$ cat src/eirq_regs.svh
// What this block does
// Combined transmit line is high while any transmit channel pends outside a pacing holdoff.
// Combined receive line is high while any receive channel pends outside a pacing holdoff.
// Only channel-0 lines reach the processor interrupt controller.
// Pacing acts only on the combined outputs; channel lines pass unpaced.
// Integrator routes both combined outputs into two capture-mode timers.
// Captured timer value is irrelevant; only the capture event matters.
// Event 8 (combined receive) feeds first timer, event 9 the second.
// Each rerouting timer uses single capture on the rising edge.
// Software services receive on interrupt 93 and transmit on 94.
// Combined output holds while any channel pends, drops once all clear.
`ifndef EIRQ_REGS_SVH
`define EIRQ_REGS_SVH

`define EIRQ_NUM_CH          8
`define EIRQ_CNT_W           16
`define EIRQ_CLK_PERIOD_NS   10
`define EIRQ_PACE_TIME_NS    1000
`define EIRQ_PACE_CYCLES \
  ((`EIRQ_PACE_TIME_NS + `EIRQ_CLK_PERIOD_NS - 1) / `EIRQ_CLK_PERIOD_NS)
`define EIRQ_RX_EVENT_NUM    8
`define EIRQ_TX_EVENT_NUM    9
`define EIRQ_RESET_LEVEL     1'b0

`endif

$ cat src/eirq_pkg.sv
`include "eirq_regs.svh"

package eirq_pkg;

  typedef struct packed {
    logic [`EIRQ_NUM_CH-1:0] tx_channel_irq;
    logic [`EIRQ_NUM_CH-1:0] rx_channel_irq;
  } eirq_chan_t;

  typedef struct packed {
    logic tx0;
    logic rx0;
  } eirq_cpu_t;

  typedef struct packed {
    logic [3:0] tx_count;
    logic [3:0] rx_count;
    logic [2:0] tx_low_chan;
    logic [2:0] rx_low_chan;
    logic       tx_holdoff;
    logic       rx_holdoff;
  } eirq_status_t;

  typedef enum logic [2:0] {
    EIRQ_P_IDLE   = 3'b001,
    EIRQ_P_ACTIVE = 3'b010,
    EIRQ_P_HOLD   = 3'b100
  } eirq_pace_state_t;

endpackage : eirq_pkg

$ cat src/eirq_pacer.sv
`timescale 1ns/1ps
`include "eirq_regs.svh"

module eirq_pacer #(
  parameter int unsigned CNT_W = `EIRQ_CNT_W
) (
  input  wire logic             sys_clk,
  input  wire logic             rst,
  input  wire logic             pend_any,
  input  wire logic             pace_en,
  input  wire logic [CNT_W-1:0] pace_cycles,
  output logic                  irq_out,
  output logic                  holdoff
);
  import eirq_pkg::*;

  eirq_pace_state_t state_reg;
  eirq_pace_state_t state_next;
  logic [CNT_W-1:0] cnt_reg;
  logic [CNT_W-1:0] cnt_next;
  logic             irq_reg;

  wire hold_done = (cnt_reg <= {{(CNT_W-1){1'b0}}, 1'b1}) || !pace_en;

  // Pacing only delays a new assertion; it never cuts one short, so a
  // channel that stays pending always keeps the combined line high.
  always_comb
  begin
    state_next = state_reg;
    cnt_next   = cnt_reg;
    case (state_reg)
      EIRQ_P_IDLE:
      begin
        if (pend_any)
          state_next = EIRQ_P_ACTIVE;
      end
      EIRQ_P_ACTIVE:
      begin
        if (!pend_any)
        begin
          if (pace_en && (pace_cycles != '0))
          begin
            state_next = EIRQ_P_HOLD;
            cnt_next   = pace_cycles;
          end
          else
            state_next = EIRQ_P_IDLE;
        end
      end
      EIRQ_P_HOLD:
      begin
        if (hold_done)
        begin
          state_next = pend_any ? EIRQ_P_ACTIVE : EIRQ_P_IDLE;
          cnt_next   = '0;
        end
        else
          cnt_next = cnt_reg - {{(CNT_W-1){1'b0}}, 1'b1};
      end
      default:
      begin
        state_next = EIRQ_P_IDLE;
        cnt_next   = '0;
      end
    endcase
  end

  always_ff @(posedge sys_clk or posedge rst)
  begin
    if (rst)
    begin
      state_reg <= EIRQ_P_IDLE;
      cnt_reg   <= '0;
      irq_reg   <= `EIRQ_RESET_LEVEL;
    end
    else
    begin
      state_reg <= state_next;
      cnt_reg   <= cnt_next;
      irq_reg   <= (state_next == EIRQ_P_ACTIVE);
    end
  end

  assign irq_out = irq_reg;
  assign holdoff = (state_reg == EIRQ_P_HOLD);

endmodule : eirq_pacer

$ cat src/eirq_combine_top.sv
`timescale 1ns/1ps
`include "eirq_regs.svh"

module eirq_combine_top #(
  parameter int unsigned CNT_W       = `EIRQ_CNT_W,
  parameter int unsigned PACE_CYCLES = `EIRQ_PACE_CYCLES
) (
  input  wire logic                  sys_clk,
  input  wire logic                  rst,
  input  wire eirq_pkg::eirq_chan_t  chan_pend,
  input  wire logic                  pace_en_tx,
  input  wire logic                  pace_en_rx,
  output logic                       combined_tx_irq,
  output logic                       combined_rx_irq,
  output logic                       tx_capture_evt,
  output logic                       rx_capture_evt,
  output eirq_pkg::eirq_cpu_t        cpu_irq_controller,
  output eirq_pkg::eirq_chan_t       chan_pend_out,
  output eirq_pkg::eirq_status_t     status
);
  import eirq_pkg::*;

  localparam logic [CNT_W-1:0] PACE_LIMIT = CNT_W'(PACE_CYCLES);

  function automatic logic [3:0] count_pending(
    input logic [`EIRQ_NUM_CH-1:0] lines
  );
    logic [3:0] n;
    n = 4'h0;
    for (int i = 0; i < `EIRQ_NUM_CH; i++)
      n = n + {3'h0, lines[i]};
    return n;
  endfunction : count_pending

  function automatic logic [2:0] lowest_pending(
    input logic [`EIRQ_NUM_CH-1:0] lines
  );
    logic [2:0] idx;
    idx = 3'h0;
    for (int i = `EIRQ_NUM_CH - 1; i >= 0; i--)
      if (lines[i])
        idx = 3'(i);
    return idx;
  endfunction : lowest_pending

  // Channel lines come from logic on this same clock, so no synchroniser.
  wire tx_any = |chan_pend.tx_channel_irq;
  wire rx_any = |chan_pend.rx_channel_irq;

  wire [3:0] tx_cnt_w = count_pending(chan_pend.tx_channel_irq);
  wire [3:0] rx_cnt_w = count_pending(chan_pend.rx_channel_irq);
  wire [2:0] tx_low_w = lowest_pending(chan_pend.tx_channel_irq);
  wire [2:0] rx_low_w = lowest_pending(chan_pend.rx_channel_irq);

  logic tx_comb_w;
  logic rx_comb_w;
  logic tx_hold_w;
  logic rx_hold_w;

  eirq_pacer #(
    .CNT_W (CNT_W)
  ) u_tx_pacer (
    .sys_clk     (sys_clk),
    .rst         (rst),
    .pend_any    (tx_any),
    .pace_en     (pace_en_tx),
    .pace_cycles (PACE_LIMIT),
    .irq_out     (tx_comb_w),
    .holdoff     (tx_hold_w)
  );

  eirq_pacer #(
    .CNT_W (CNT_W)
  ) u_rx_pacer (
    .sys_clk     (sys_clk),
    .rst         (rst),
    .pend_any    (rx_any),
    .pace_en     (pace_en_rx),
    .pace_cycles (PACE_LIMIT),
    .irq_out     (rx_comb_w),
    .holdoff     (rx_hold_w)
  );

  logic         tx_prev_reg;
  logic         rx_prev_reg;
  logic         tx_evt_reg;
  logic         rx_evt_reg;
  eirq_cpu_t    cpu_reg;
  eirq_chan_t   chan_reg;
  eirq_status_t status_reg;

  // The capture pulse marks only the rising edge of a combined line; the
  // timer downstream latches a count that carries no meaning.
  wire tx_rise_w = tx_comb_w && !tx_prev_reg;
  wire rx_rise_w = rx_comb_w && !rx_prev_reg;

  eirq_cpu_t  cpu_next;
  eirq_status_t status_next;
  // One driver per struct keeps each variable with a single assignment.
  assign cpu_next = {chan_pend.tx_channel_irq[0],
                     chan_pend.rx_channel_irq[0]};
  assign status_next = {tx_cnt_w, rx_cnt_w, tx_low_w, rx_low_w,
                        tx_hold_w, rx_hold_w};

  always_ff @(posedge sys_clk or posedge rst)
  begin
    if (rst)
    begin
      tx_prev_reg <= `EIRQ_RESET_LEVEL;
      rx_prev_reg <= `EIRQ_RESET_LEVEL;
      tx_evt_reg  <= `EIRQ_RESET_LEVEL;
      rx_evt_reg  <= `EIRQ_RESET_LEVEL;
      cpu_reg     <= '0;
      chan_reg    <= '0;
      status_reg  <= '0;
    end
    else
    begin
      tx_prev_reg <= tx_comb_w;
      rx_prev_reg <= rx_comb_w;
      tx_evt_reg  <= tx_rise_w;
      rx_evt_reg  <= rx_rise_w;
      cpu_reg     <= cpu_next;
      chan_reg    <= chan_pend;
      status_reg  <= status_next;
    end
  end

  assign combined_tx_irq    = tx_comb_w;
  assign combined_rx_irq    = rx_comb_w;
  assign tx_capture_evt     = tx_evt_reg;
  assign rx_capture_evt     = rx_evt_reg;
  assign cpu_irq_controller = cpu_reg;
  assign chan_pend_out      = chan_reg;
  assign status             = status_reg;

endmodule : eirq_combine_top

$ cat config.mk
export PLATFORM = sky130hd
export DESIGN_NAME = eirq_combine_top
export DESIGN_NICKNAME = d
export VERILOG_FILES = /design/src/eirq_pkg.sv /design/src/eirq_pacer.sv /design/src/eirq_combine_top.sv
export VERILOG_INCLUDE_DIRS = /design/src
export SDC_FILE = /design/constraint.sdc
export NUM_CORES = 1
export LEC_CHECK = 0
export ABC_CLOCK_PERIOD_IN_PS = 7100
export CAP_MARGIN = 20
export CORE_MARGIN = 1
export CORE_UTILIZATION = 58
export CTS_BUF_LIST = sky130_fd_sc_hd__clkbuf_4 sky130_fd_sc_hd__clkbuf_8
export CTS_CLUSTER_DIAMETER = 150
export DETAILED_ROUTE_END_ITERATION = 12
export DONT_BUFFER_PORTS = 1
export HOLD_SLACK_MARGIN = 0.02
export PLACE_DENSITY = 0.79
export SYNTH_ARGS = -nofsm -noshare
export SYNTH_HDL_FRONTEND = slang
export SYNTH_SLANG_ARGS = --single-unit
$ cat constraint.sdc
create_clock -name sys_clk -period 7.1 [get_ports sys_clk]
set_input_delay 1.42 -clock sys_clk [delete_from_list [all_inputs] [get_ports sys_clk]]
set_output_delay 1.42 -clock sys_clk [all_outputs]
set_load 0.05 [all_outputs]
* After elaboration in Yosys (flattened, before gate mapping)
Index checks and enable logic that the tools add are counted.
** Operators by class
- Magnitude comparators :: 2
- Reductions and logical operators :: 12
- Equal/unequal tests :: 12
- Mux-type cells :: 36
- Bitwise operators :: 2
- $add $sub $neg :: 16
** Operators by type and width (number)
- two-way mux 16 bit :: 6
- case mux 16 bit (3 select lines) :: 2
- two-way mux 3 bit :: 24
- adder 4 x 1 -> 4 bit :: 8
- <= comparator 16 x 1 -> 1 bit (second input constant) :: 2
- subtractor 16 x 1 -> 16 bit (second input constant) :: 2
- case mux 3 bit (3 select lines) :: 2
- OR reduction 8 bit :: 2
- equality test 3 x 2 -> 1 bit (second input constant) :: 4
- adder 3 x 1 -> 4 bit :: 2
- != test 2 bit (second input constant) :: 4
- adder 2 x 1 -> 3 bit :: 2
- equality test 3 x 1 -> 1 bit (second input constant) :: 2
- equality test 3 bit (second input constant) :: 2
- AND reduction 3 bit :: 2
- adder 1 x 1 -> 2 bit :: 2
- logical NOT 1 bit :: 4
- two-way mux 2 bit :: 2
- logical AND 1 bit :: 2
- logical OR 1 bit :: 2
- NOT 1 bit :: 2
** Storage, ports and cells
- Word-level logic and storage cells :: 100
- Bits of input ports :: 20
- Flip-flop bits (word level) :: 78
- Output and inout port bits :: 38

* Depth between registers and ports, before layout
Gate-level depths: netlist of run 1.
- Word-level depth :: 8
- Mapped depth :: 9

* Modules after synthesis
From an unflattened synthesis of run 1, not the netlist that was laid out.
** Unflattened totals
- Cells, all modules :: 420
- Area, all modules :: 4170.2 sq um
** Modules (own cells, without submodules)
- eirq_combine_top :: area an instance 1468.9 sq um, times used 1, cells each 112
- eirq_pacer (u_tx_pacer) :: area an instance 1358.8 sq um, times used 1, cells each 154
- eirq_pacer (u_rx_pacer) :: area an instance 1342.5 sq um, times used 1, cells each 154

* Worst setup path before layout of run 1
OpenSTA, ideal clock, no wires.
- Path kind :: input -> register
- Start :: input chan_pend[0] in the netlist's numbering
- End :: register status_reg (netlist bit status[10])
- Cell stages on the path :: 8
- Path slack :: 3342 ps
- Path buffers :: 0
- Arrival :: 3636 ps
- Library setup time :: 122 ps
- Data required time :: 6978 ps
- Path through :: fa_1 inv_1 fa_1 fa_1 inv_1 ha_1 fa_1 xor2_1
** Between the ends
- Longest elaborated chain between the ends :: 7
** Ends and longest elaborated chain
- from (decl) :: RTL line eirq_combine_top.sv:10 : input wire eirq_pkg::eirq_chan_t chan_pend,
- adder 1 x 1 -> 2 bit :: RTL line eirq_combine_top.sv:31 : n = n + {3'h0, lines[i]};
- adder 2 x 1 -> 3 bit :: RTL line eirq_combine_top.sv:31
- adder 3 x 1 -> 4 bit :: RTL line eirq_combine_top.sv:31
- adder 4 x 1 -> 4 bit (4 in a row) :: RTL line eirq_combine_top.sv:31
- net rx_cnt_w[2] :: RTL line eirq_combine_top.sv:51 : wire [3:0] rx_cnt_w = count_pending(chan_pend.rx_channel_irq);
- to (signal assigned) :: RTL line eirq_combine_top.sv:125 : status_reg <= status_next;
- to (decl) :: RTL line eirq_combine_top.sv:90 : eirq_status_t status_reg;
The timed path passes the listed nets, and every way through them passes these cells.
A chain may end at the register's enable or synchronous reset.

* Final worst setup path of run 1
Same ends and word-level chain as after synthesis.

==> results.txt, run 1 <==
critical path data required time: 7.33 ns
Slew headroom: 33.07%
initial core utilization: 61.00%
Cell Area, Synth: 3676 um2
number of synthesized flops with an enable pin: 0
clk root buf: clkbuf_8
Ports: 58
Slew @ Worst Pin: 0.9993 ns
setup bufs post-CTS: 0
number of diodes: 0
routed length per instance: 16.00 um
static leakage: 1.920 nW
initial antenna violation count: 0
Worst Setup Path Type: input port to register
Avg Inst Size Synth: 10.15 um2
Synth Register Bits: 76
number of global-route vias before repair: 2631
full die area: 6660 um2
die width: 81.61 um
Via Count: 2658
Max VDD drop: 301.7 uV
synth warn: 0
Cells after Synth: 362
fraction of layout cells with a size suffix above 1: 7.258%
Primary FF master, synth: dfrtp_1
CTS hold repair buffers: 0
main area contributors after synthesis: dfrtp_1, fa_1, ha_1
CP Capture Type: register
post-route ant nets: 0
area grow syn2layout: 8.645%
Synth cell types: 52
Synth area leader: dfrtp_1
Finish-stage setup viols: 0
Overall Global Routing Usage: 24.90%
Total Wirelength: 7.154 mm
Seq/Total Area, Yosys: 51.80%
RSZ-0062 raised after global routing: false
Core ar.: 6026 um2
port bufs: 0
largest net degree at the start of global routing: 53
share of synthesized registers carrying an async set or reset: 100.0%
DP HPWL: 5.080 mm
# DRC: 0
Hold Vio Cnt, Final: 0
Skew-Pair Late Insertion Delay: 0.34 ns
Final Wtd Congestion: 0.8575
CTS tree: built
Hold Crit Class: register to register
final instance area: 3994 um2
Inserted Clock Buffers: 9
FP Rows: 28
H-tree depth: 3
Layout Skew: 0.006013 ns
f_max: 0.2873 GHz
share of the synthesized area in the top cell type: 50.37%
post-route clock period utilization: 49.02%
CP max FO: 6
CTS sink count: 76
Pre-antenna DRT Iters: 4
placed insts: 431
TNS Setup: 0 ns
maxcap violations: 0
syn_nets: 402
Power Density: 366.3 nW/um2
max-slew violation count: 0
status: finished, final reports clean
vias per cell: 5.946
cts repair resizes: 0
grt ovf: 0
CTS clk-pin slew, worst paths: 0.07 ns
fin cells: 447
Cell Area, Placed: 3751 um2
WP data arrival: 3.71 ns
Iter 0 DRT Violations: 183
R2R Setup Slk: 4.48 ns
Final min period: 3.480 ns
die height: 81.61 um
fin nets: 407
buffers from clock root to sink, at most: 2
Startpoint Class: input port
first-pass GRT wire length: 12.37 mm
## final timing paths
| path | endpoint | from | cells past startpoint |
|---|---|---|---|
| setup / recovery | status[10] | chan_pend[0] | 8 |
| min in group asynchronous | chan_pend_out[13] | rst | 1 |
| hold reg to reg | rx_capture_evt | rx_prev_reg | 1 |
| max in group asynchronous | u_tx_pacer.cnt_reg[8] | rst | 2 |
| hold / removal | rx_capture_evt | rx_prev_reg | 1 |
| setup reg to reg | u_rx_pacer.cnt_reg[13] | u_rx_pacer.cnt_reg[2] | 5 |
## cells by family (layout without fill, tap and decap cells)
logic type      Yosys count  count (layout)  synth area share, %
buf+inv                  40              50                4.289
simple gates            130             130                18.31
flops                    76              76                51.80
compound gates           92              92                16.20
xor+xnor                  4               4               0.9532
fa+ha+maj                20              20                8.441
## through the flow
step	power [mW]	hold WS [ns]	setup WS [ns]	util [%]
final	1.463	0.4066	3.620	66.28
after global routing	1.554	0.4218	3.532	66.28
after CTS	1.472	0.4102	3.638	66.28
after detailed placement	1.074	0.3986	3.260	62.25
after global placement	1.056	0.3915	3.297	62.25
after floorplan	0.9843	0.3777	3.342	-
## cells in the final DEF (no fill, tap or decap), drive strengths merged, types with 4 or more instances in the layout
master  netlist  layout
dfrtp        74      74
nand2        32      32
inv          31      32
nor2         29      29
a21oi        25      25
o21ai        21      21
nand3        15      15
ha           12      12
clkbuf        7      10
nor3          9       9
fa            8       8
or3           8       8
o31ai         6       6
nor4          5       5
nand2b        5       5
nor2b         5       5
a21o          5       5
a31oi         5       5
o22a          4       4
## final cells by class
class,instances,area (um2)
repair buffers,3,22.52
well taps,75,93.84
multi-input cells,246,1614
fillers,465,2032
inverters,31,116.4
clock buffers,10,131.4
clock inverters,6,111.4
flip-flops and latches,76,1904
## report_power, final
| group | internal [mW] | total, mW | switching, mW |
|---|---|---|---|
| registers | 0.503 | 0.680 | 0.177 |
| logic | 0.147 | 0.390 | 0.244 |
| clock network | 0.238 | 0.393 | 0.155 |
## synthesized netlist by cell type (2+ instances only)
cell,number
clkbuf_1,7
o211ai_1,3
nand2_1,32
o21bai_1,3
inv_1,31
dfstp_2,2
o31ai_1,6
buf_4,2
nor4b_1,3
nand4b_1,2
nor4_1,5
nor2_1,29
a21o_1,5
dfrtp_1,74
nor2b_1,5
ha_1,12
nor3b_1,3
xor2_1,2
and3_1,2
nand3_1,15
fa_1,8
a31oi_1,5
or3_1,7
nand2b_1,5
a211oi_1,2
nor3_1,9
o22a_1,4
o21a_1,3
o21ai_0,21
and2_1,2
o311ai_0,3
o311a_1,2
xnor2_1,2
nand4_1,3
or4_4,2
a21oi_1,25
## per-layer routing
layer  global-route usage (%)  routed length, um  vias to the layer above
met1                    30.62               3015                     1288
met4                    10.35                 93                        0
met3                    6.444                347                        8
li1                         -                  -                     1293
met2                    41.67               3698                       69
met5                        0                  0                        -
## critical path, stage by stage
cell	delay [ns]
fa_1	0.53
inv_1	0.05
fa_1	0.44
fa_1	0.48
inv_1	0.05
ha_1	0.20
fa_1	0.38
xor2_1	0.15
Note: power is estimated with default switching activity, not from simulation.
==> inputs of run 2 (changes only) <==
--- a/config.mk
+++ b/config.mk
@@ -6,7 +6,7 @@
 export SDC_FILE = /design/constraint.sdc
 export NUM_CORES = 1
 export LEC_CHECK = 0
-export ABC_CLOCK_PERIOD_IN_PS = 7100
+export ABC_CLOCK_PERIOD_IN_PS = 3570
 export CAP_MARGIN = 20
 export CORE_MARGIN = 1
 export CORE_UTILIZATION = 58
==> constraint.sdc (replaced) <==
create_clock -name sys_clk -period 3.57 [get_ports sys_clk]
set_input_delay 0.714 -clock sys_clk [delete_from_list [all_inputs] [get_ports sys_clk]]
set_output_delay 0.714 -clock sys_clk [all_outputs]
set_load 0.05 [all_outputs]
==> run 2 against run 1 <==
  * Global-route usage rose by 0.24 points
  * Largest power group unchanged
  * Total power is 99% higher
  * Largest cell class unchanged
  * Worst setup slack worse by 2.8 ns
  * Clock-buffer cell count down 1
  * Via count is 3.2% higher
==> results.txt, run 2 (synthesis gave the netlist of run 1 again) <==
status: finished, final reports clean (unchanged)
Skew-Pair Late Insertion Delay: 0.35 ns (was 0.34 ns)
reg2reg path depth: 5 (unchanged)
max incr delay on CP: 0.53 ns (about the same)
fraction of layout cells with a size suffix above 1: 7.507% (was 7.258%)
Overall Global Routing Usage: 25.14% (was 24.90%)
number of diodes: 0 (unchanged)
RSZ-0062 raised after global routing: false (unchanged)
post-route clock period utilization: 77.99%
WP data arrival: 3.02 ns (was 3.71 ns)
Slew @ Worst Pin: 0.9681 ns (was 0.9993 ns)
Startpoint Class: input port (unchanged)
Final Wtd Congestion: 0.8590 (was 0.8575)
Crit path max-delay family: adder cells (unchanged)
Via Count: 2744 (was 2658)
die width: 81.61 um (unchanged)
static leakage: 1.928 nW (was 1.920 nW)
commonest non-fill, non-tap cells in the layout: dfrtp_1, nand2_1, inv_1 (unchanged)
Pre-antenna DRT Iters: 4 (unchanged)
post-route ant nets: 0 (unchanged)
CTS hold repair buffers: 0 (unchanged)
CP most frequent cell: fa_1 (unchanged)
Worst R2R End: u_rx_pacer.cnt_reg[13] (unchanged)
fin nets: 409 (was 407)
leading cell type in the layout, fill and taps excluded: dfrtp_1 (unchanged)
Cell Area, Placed: 3766 um2 (was 3751 um2)
P_sw: 1.152 mW (was 0.5758 mW)
sequential share of power: 46.6% (was 46.4%)
FP Rows: 28 (unchanged)
CTS sink count: 76 (unchanged)
cts repair resizes: 0 (unchanged)
DP HPWL: 5.340 mm (was 5.080 mm)
setup bufs post-CTS: 0 (unchanged)
CP Capture Type: register (unchanged)
CTS clk-pin slew, worst paths: 0.08 ns (was 0.07 ns)
# DRC: 0 (unchanged)
Final min period: 2.784 ns
Power Density: 726.4 nW/um2 (was 366.3 nW/um2)
Core ar.: 6026 um2 (unchanged)
Layout Skew: 0.007485 ns (was 0.006013 ns)
first-pass GRT wire length: 12.40 mm (was 12.37 mm)
initial core utilization: 61.00% (unchanged)
largest net degree at the start of global routing: 30 (was 53)
Max VDD drop: 663.8 uV (was 301.7 uV)
Finish-stage setup viols: 0 (unchanged)
CTS tree: built (unchanged)
Hold Vio Cnt, Final: 0 (unchanged)
Ports: 58 (unchanged)
initial antenna violation count: 0 (unchanged)
final instance area: 4003 um2 (was 3994 um2)
TNS Setup: 0 ns (unchanged)
Clock Power Share: 26.6% (was 26.9%)
R2R Setup Slk: 0.94 ns (was 4.48 ns)
port bufs: 0 (unchanged)
maxcap violations: 0 (unchanged)
vias per cell: 6.125 (was 5.946)
number of global-route vias before repair: 2653 (was 2631)
sw frac: 39.63% (was 39.36%)
critical path data required time: 3.81 ns (was 7.33 ns)
overall power: 2.908 mW (was 1.463 mW)
combinational share of power: 26.7% (about the same)
Hold Crit Class: input port to async pin (was register to register)
Slew headroom: 35.16% (was 33.07%)
CP Buf/Inv Count: 2 (unchanged)
Iter 0 DRT Violations: 211 (was 183)
Worst Setup Path Type: input port to register (unchanged)
Inserted Clock Buffers: 9 (unchanged)
Worst path slowest cell: fa_1 (unchanged)
grt ovf: 0 (unchanged)
CP max FO: 6 (unchanged)
max-slew violation count: 0 (unchanged)
Pint: 1.755 mW (was 0.8872 mW)
Total Wirelength: 7.261 mm (was 7.154 mm)
reg2reg start: u_rx_pacer.cnt_reg[2] (unchanged)
routed length per instance: 16.21 um (was 16.00 um)
H-tree depth: 3 (unchanged)
buffers from clock root to sink, at most: 2 (unchanged)
area grow syn2layout: 8.884% (was 8.645%)
die height: 81.61 um (unchanged)
clk root buf: clkbuf_8 (unchanged)
full die area: 6660 um2 (unchanged)
f_max: 0.3591 GHz
CP cell instances: fa_1 > inv_1 > fa_1 > fa_1 > inv_1 > ha_1 > fa_1 > xor2_1 (unchanged)
==> run 2: cell types whose count changed in the layout (fill, tap and decap cells not counted), sizes merged <==
cell / previous run / this run
buf: 3 / 5
clkbuf: 10 / 9
clkinv: 1 / 2
clkinvlp: 1 / 0
==> run 2: metal layers <==
layer	up-vias	wire [um]	track usage, %	part of all wire (%)
li1	1303	-	-	-
met1	1380	3127	31.07	43
met2	50	3732	42.75	51
met3	11	307	6.444	4.2
met4	0	94	8.772	1.3
met5	-	0	0	0
==> run 2: layout make-up <==
type                       instances  area (um2)
fill                             483        2023
clock buffer                       9       123.9
sequential                        76        1904
timing repair buffer               5       37.54
clock inverter                     6       112.6
inverter                          31       116.4
multi-input combinational        246        1614
tap                               75       93.84
==> run 2: worst register-to-register path, cell delays in order, from the launching register on <==
cell     delay (ns)
dfrtp_1        0.44
or4_4          0.60
or4b_4         0.56
or4_4          0.45
o211a_1        0.23
a211o_1        0.26
==> run 2: worst max-delay path by stage <==
stage	depth (start not counted)	to	start	slack (ns)
6_report	8	status[10]	chan_pend[0]	0.79
5_1_grt	8	status[10]	chan_pend[0]	0.72
3_3_place_gp	8	status[10]	chan_pend[0]	0.47
4_1_cts	8	status[10]	chan_pend[0]	0.80
2_1_floorplan	8	status[10]	chan_pend[0]	0.52
3_5_place_dp	8	status[10]	chan_pend[0]	0.43
==> run 2: power by group through the flow <==
stage               Clock [mW]  Sequential (mW)  Combinational, mW
floorplan                    0             1.33              0.624
global placement             0             1.37              0.737
detailed placement           0             1.37              0.768
CTS                      0.785             1.35              0.778
global route             0.823             1.37              0.888
finish                   0.774             1.36              0.778
==> run 2: per-stage QoR <==
step	util [%]	cells	setup slack, ns	hold WS, ns
6_report	66.42	448	0.7856	0.2608
5_1_grt	66.42	448	0.7158	0.2988
4_1_cts	66.42	448	0.8034	0.2664
3_5_place_dp	62.50	433	0.4281	0.3955
3_3_place_gp	62.50	433	0.4708	0.3913
2_1_floorplan	-	362	0.5176	0.3777
==> inputs of run 3 (changes only) <==
--- a/config.mk
+++ b/config.mk
@@ -6,7 +6,7 @@
 export SDC_FILE = /design/constraint.sdc
 export NUM_CORES = 1
 export LEC_CHECK = 0
-export ABC_CLOCK_PERIOD_IN_PS = 3570
+export ABC_CLOCK_PERIOD_IN_PS = 2800
 export CAP_MARGIN = 20
 export CORE_MARGIN = 1
 export CORE_UTILIZATION = 58
==> constraint.sdc (replaced) <==
create_clock -name sys_clk -period 2.8 [get_ports sys_clk]
set_input_delay 0.56 -clock sys_clk [delete_from_list [all_inputs] [get_ports sys_clk]]
set_output_delay 0.56 -clock sys_clk [all_outputs]
set_load 0.05 [all_outputs]
==> run 3 against run 2 <==
  * Combinational power is 34% higher
  * Worst setup slack worse by 0.59 ns
  * Sequential power up 26%
  * Critical endpoint unchanged
==> results.txt, run 3 (synthesis gave the netlist of run 1 again) <==
final instance area: 4025 um2 (was 4003 um2)
number of diodes: 0 (unchanged)
Startpoint Class: input port (unchanged)
Pre-antenna DRT Iters: 5 (was 4)
Clock Power Share: 23.5% (was 26.6%)
DP HPWL: 5.354 mm (was 5.340 mm)
Cell Area, Placed: 3821 um2 (was 3766 um2)
Worst Setup Path Type: input port to register (unchanged)
number of global-route vias before repair: 2695 (was 2653)
initial core utilization: 61.00% (unchanged)
leading cell type in the layout, fill and taps excluded: dfrtp_1 (unchanged)
P_sw: 1.489 mW (was 1.152 mW)
CTS tree: built (unchanged)
grt ovf: 0 (unchanged)
Final Wtd Congestion: 0.8251 (was 0.8590)
post-route ant nets: 0 (unchanged)
Setup WS post-layout: 0.1947 ns (was 0.7856 ns)
full die area: 6660 um2 (unchanged)
Iter 0 DRT Violations: 143 (was 211)
port bufs: 0 (unchanged)
initial antenna violation count: 0 (unchanged)
die height: 81.61 um (unchanged)
Via Count: 2726 (was 2744)
Layout Skew: 0.006080 ns (was 0.007485 ns)
RSZ-0062 raised after global routing: false (unchanged)
Max VDD drop: 734.5 uV (was 663.8 uV)
post-route clock period utilization: 93.05%
CTS hold repair buffers: 0 (unchanged)
CP max FO: 6 (unchanged)
Hold Vio Cnt, Final: 0 (unchanged)
static leakage: 1.936 nW (was 1.928 nW)
TNS Setup: 0 ns (unchanged)
Skew-Pair Late Insertion Delay: 0.35 ns (about the same)
reg2reg path depth: 5 (unchanged)
Final min period: 2.605 ns
cts repair resizes: 0 (unchanged)
sequential share of power: 47.7% (was 46.6%)
max-slew violation count: 0 (unchanged)
Slew @ Worst Pin: 1.018 ns (was 0.9681 ns)
CTS clk-pin slew, worst paths: 0.08 ns (about the same)
placed insts: 438 (was 433)
vias per cell: 6.004 (was 6.125)
die width: 81.61 um (unchanged)
Hold Worst Slack: 0.1295 ns (was 0.2608 ns)
status: finished, final reports clean (unchanged)
f_max: 0.3838 GHz
buffers from clock root to sink, at most: 2 (unchanged)
Total Wirelength: 7.280 mm (was 7.261 mm)
clk root buf: clkbuf_8 (unchanged)
Setup crit start: chan_pend[0] (unchanged)
pre-CTS setup slack: -0.1857 ns (was 0.4281 ns)
CTS sink count: 76 (unchanged)
Power Density: 894.9 nW/um2 (was 726.4 nW/um2)
CP Capture Type: register (unchanged)
H-tree depth: 3 (unchanged)
area grow syn2layout: 9.496% (was 8.884%)
reg2reg start: u_rx_pacer.cnt_reg[3] (was u_rx_pacer.cnt_reg[2])
maxcap violations: 0 (unchanged)
Overall Global Routing Usage: 25.01% (was 25.14%)
fin nets: 414 (was 409)
FP Rows: 28 (unchanged)
fill cell count: 457 (was 483)
R2R Setup Slk: 0.22 ns (was 0.94 ns)
WP data arrival: 2.84 ns (was 3.02 ns)
commonest non-fill, non-tap cells in the layout: dfrtp_1, nand2_1, inv_1 (unchanged)
Ports: 58 (unchanged)
fin cells: 454 (was 448)
sw frac: 41.34% (was 39.63%)
Hold Crit Class: input port to async pin (unchanged)
Inserted Clock Buffers: 9 (unchanged)
Core ar.: 6026 um2 (unchanged)
setup bufs post-CTS: 0 (unchanged)
first-pass GRT wire length: 12.40 mm (unchanged)
critical path data required time: 3.04 ns (was 3.81 ns)
routed length per instance: 16.04 um (was 16.21 um)
# DRC: 0 (unchanged)
Finish-stage setup viols: 0 (unchanged)
fraction of layout cells with a size suffix above 1: 9.499% (was 7.507%)
largest net degree at the start of global routing: 35 (was 30)
combinational share of power: 28.7% (was 26.7%)
Slew headroom: 31.81% (was 35.16%)
Pint: 2.113 mW (was 1.755 mW)
-- run 3: layout make-up --
type / instances / area (um2) / area share, %
sequential: 76 / 1904 / 47.31
multi-input combinational: 246 / 1619 / 40.22
clock buffer: 10 / 131.4 / 3.264
inverter: 31 / 116.4 / 2.891
tap: 75 / 93.84 / 2.331
timing repair buffer: 10 / 87.58 / 2.176
clock inverter: 6 / 72.57 / 1.803
-- run 3: power groups by stage --
stage	Clock [mW]	Sequential, mW	Combinational [mW]
floorplan	0	1.70	0.798
detailed placement	0	1.74	1.03
global route	0.904	1.74	1.18
CTS	0.865	1.72	1.03
global placement	0	1.73	0.987
finish	0.847	1.72	1.04
-- run 3: worst paths after layout --
kind                                          end
max                                    status[10]
min                             chan_pend_out[12]
max reg2reg                u_rx_pacer.cnt_reg[13]
min reg2reg                        tx_capture_evt
max in group asynchronous   u_tx_pacer.cnt_reg[6]
min in group sys_clk            chan_pend_out[10]
-- run 3: through the flow --
stage                     power [mW]  util, %
after floorplan                2.498        -
after global placement         2.721    63.41
after detailed placement       2.773    63.41
after CTS                      3.617    66.80
after global routing           3.823    66.80
final                          3.602    66.80
-- run 3: critical path, stage by stage --
cell and delay [ns]:
fa_1 0.55, inv_1 0.06, fa_1 0.44, fa_1 0.50, inv_1 0.05, ha_2 0.18
fa_2 0.34, xor2_1 0.15
-- run 3: routing by layer --
layer | up-vias | GRT usage, % | share of wire, %
met4 | 0 | 12.63 | 1.2
li1 | 1305 | - | -
met5 | - | 0 | 0
met1 | 1327 | 31.36 | 44
met2 | 84 | 40.75 | 50
met3 | 10 | 5.667 | 4.8
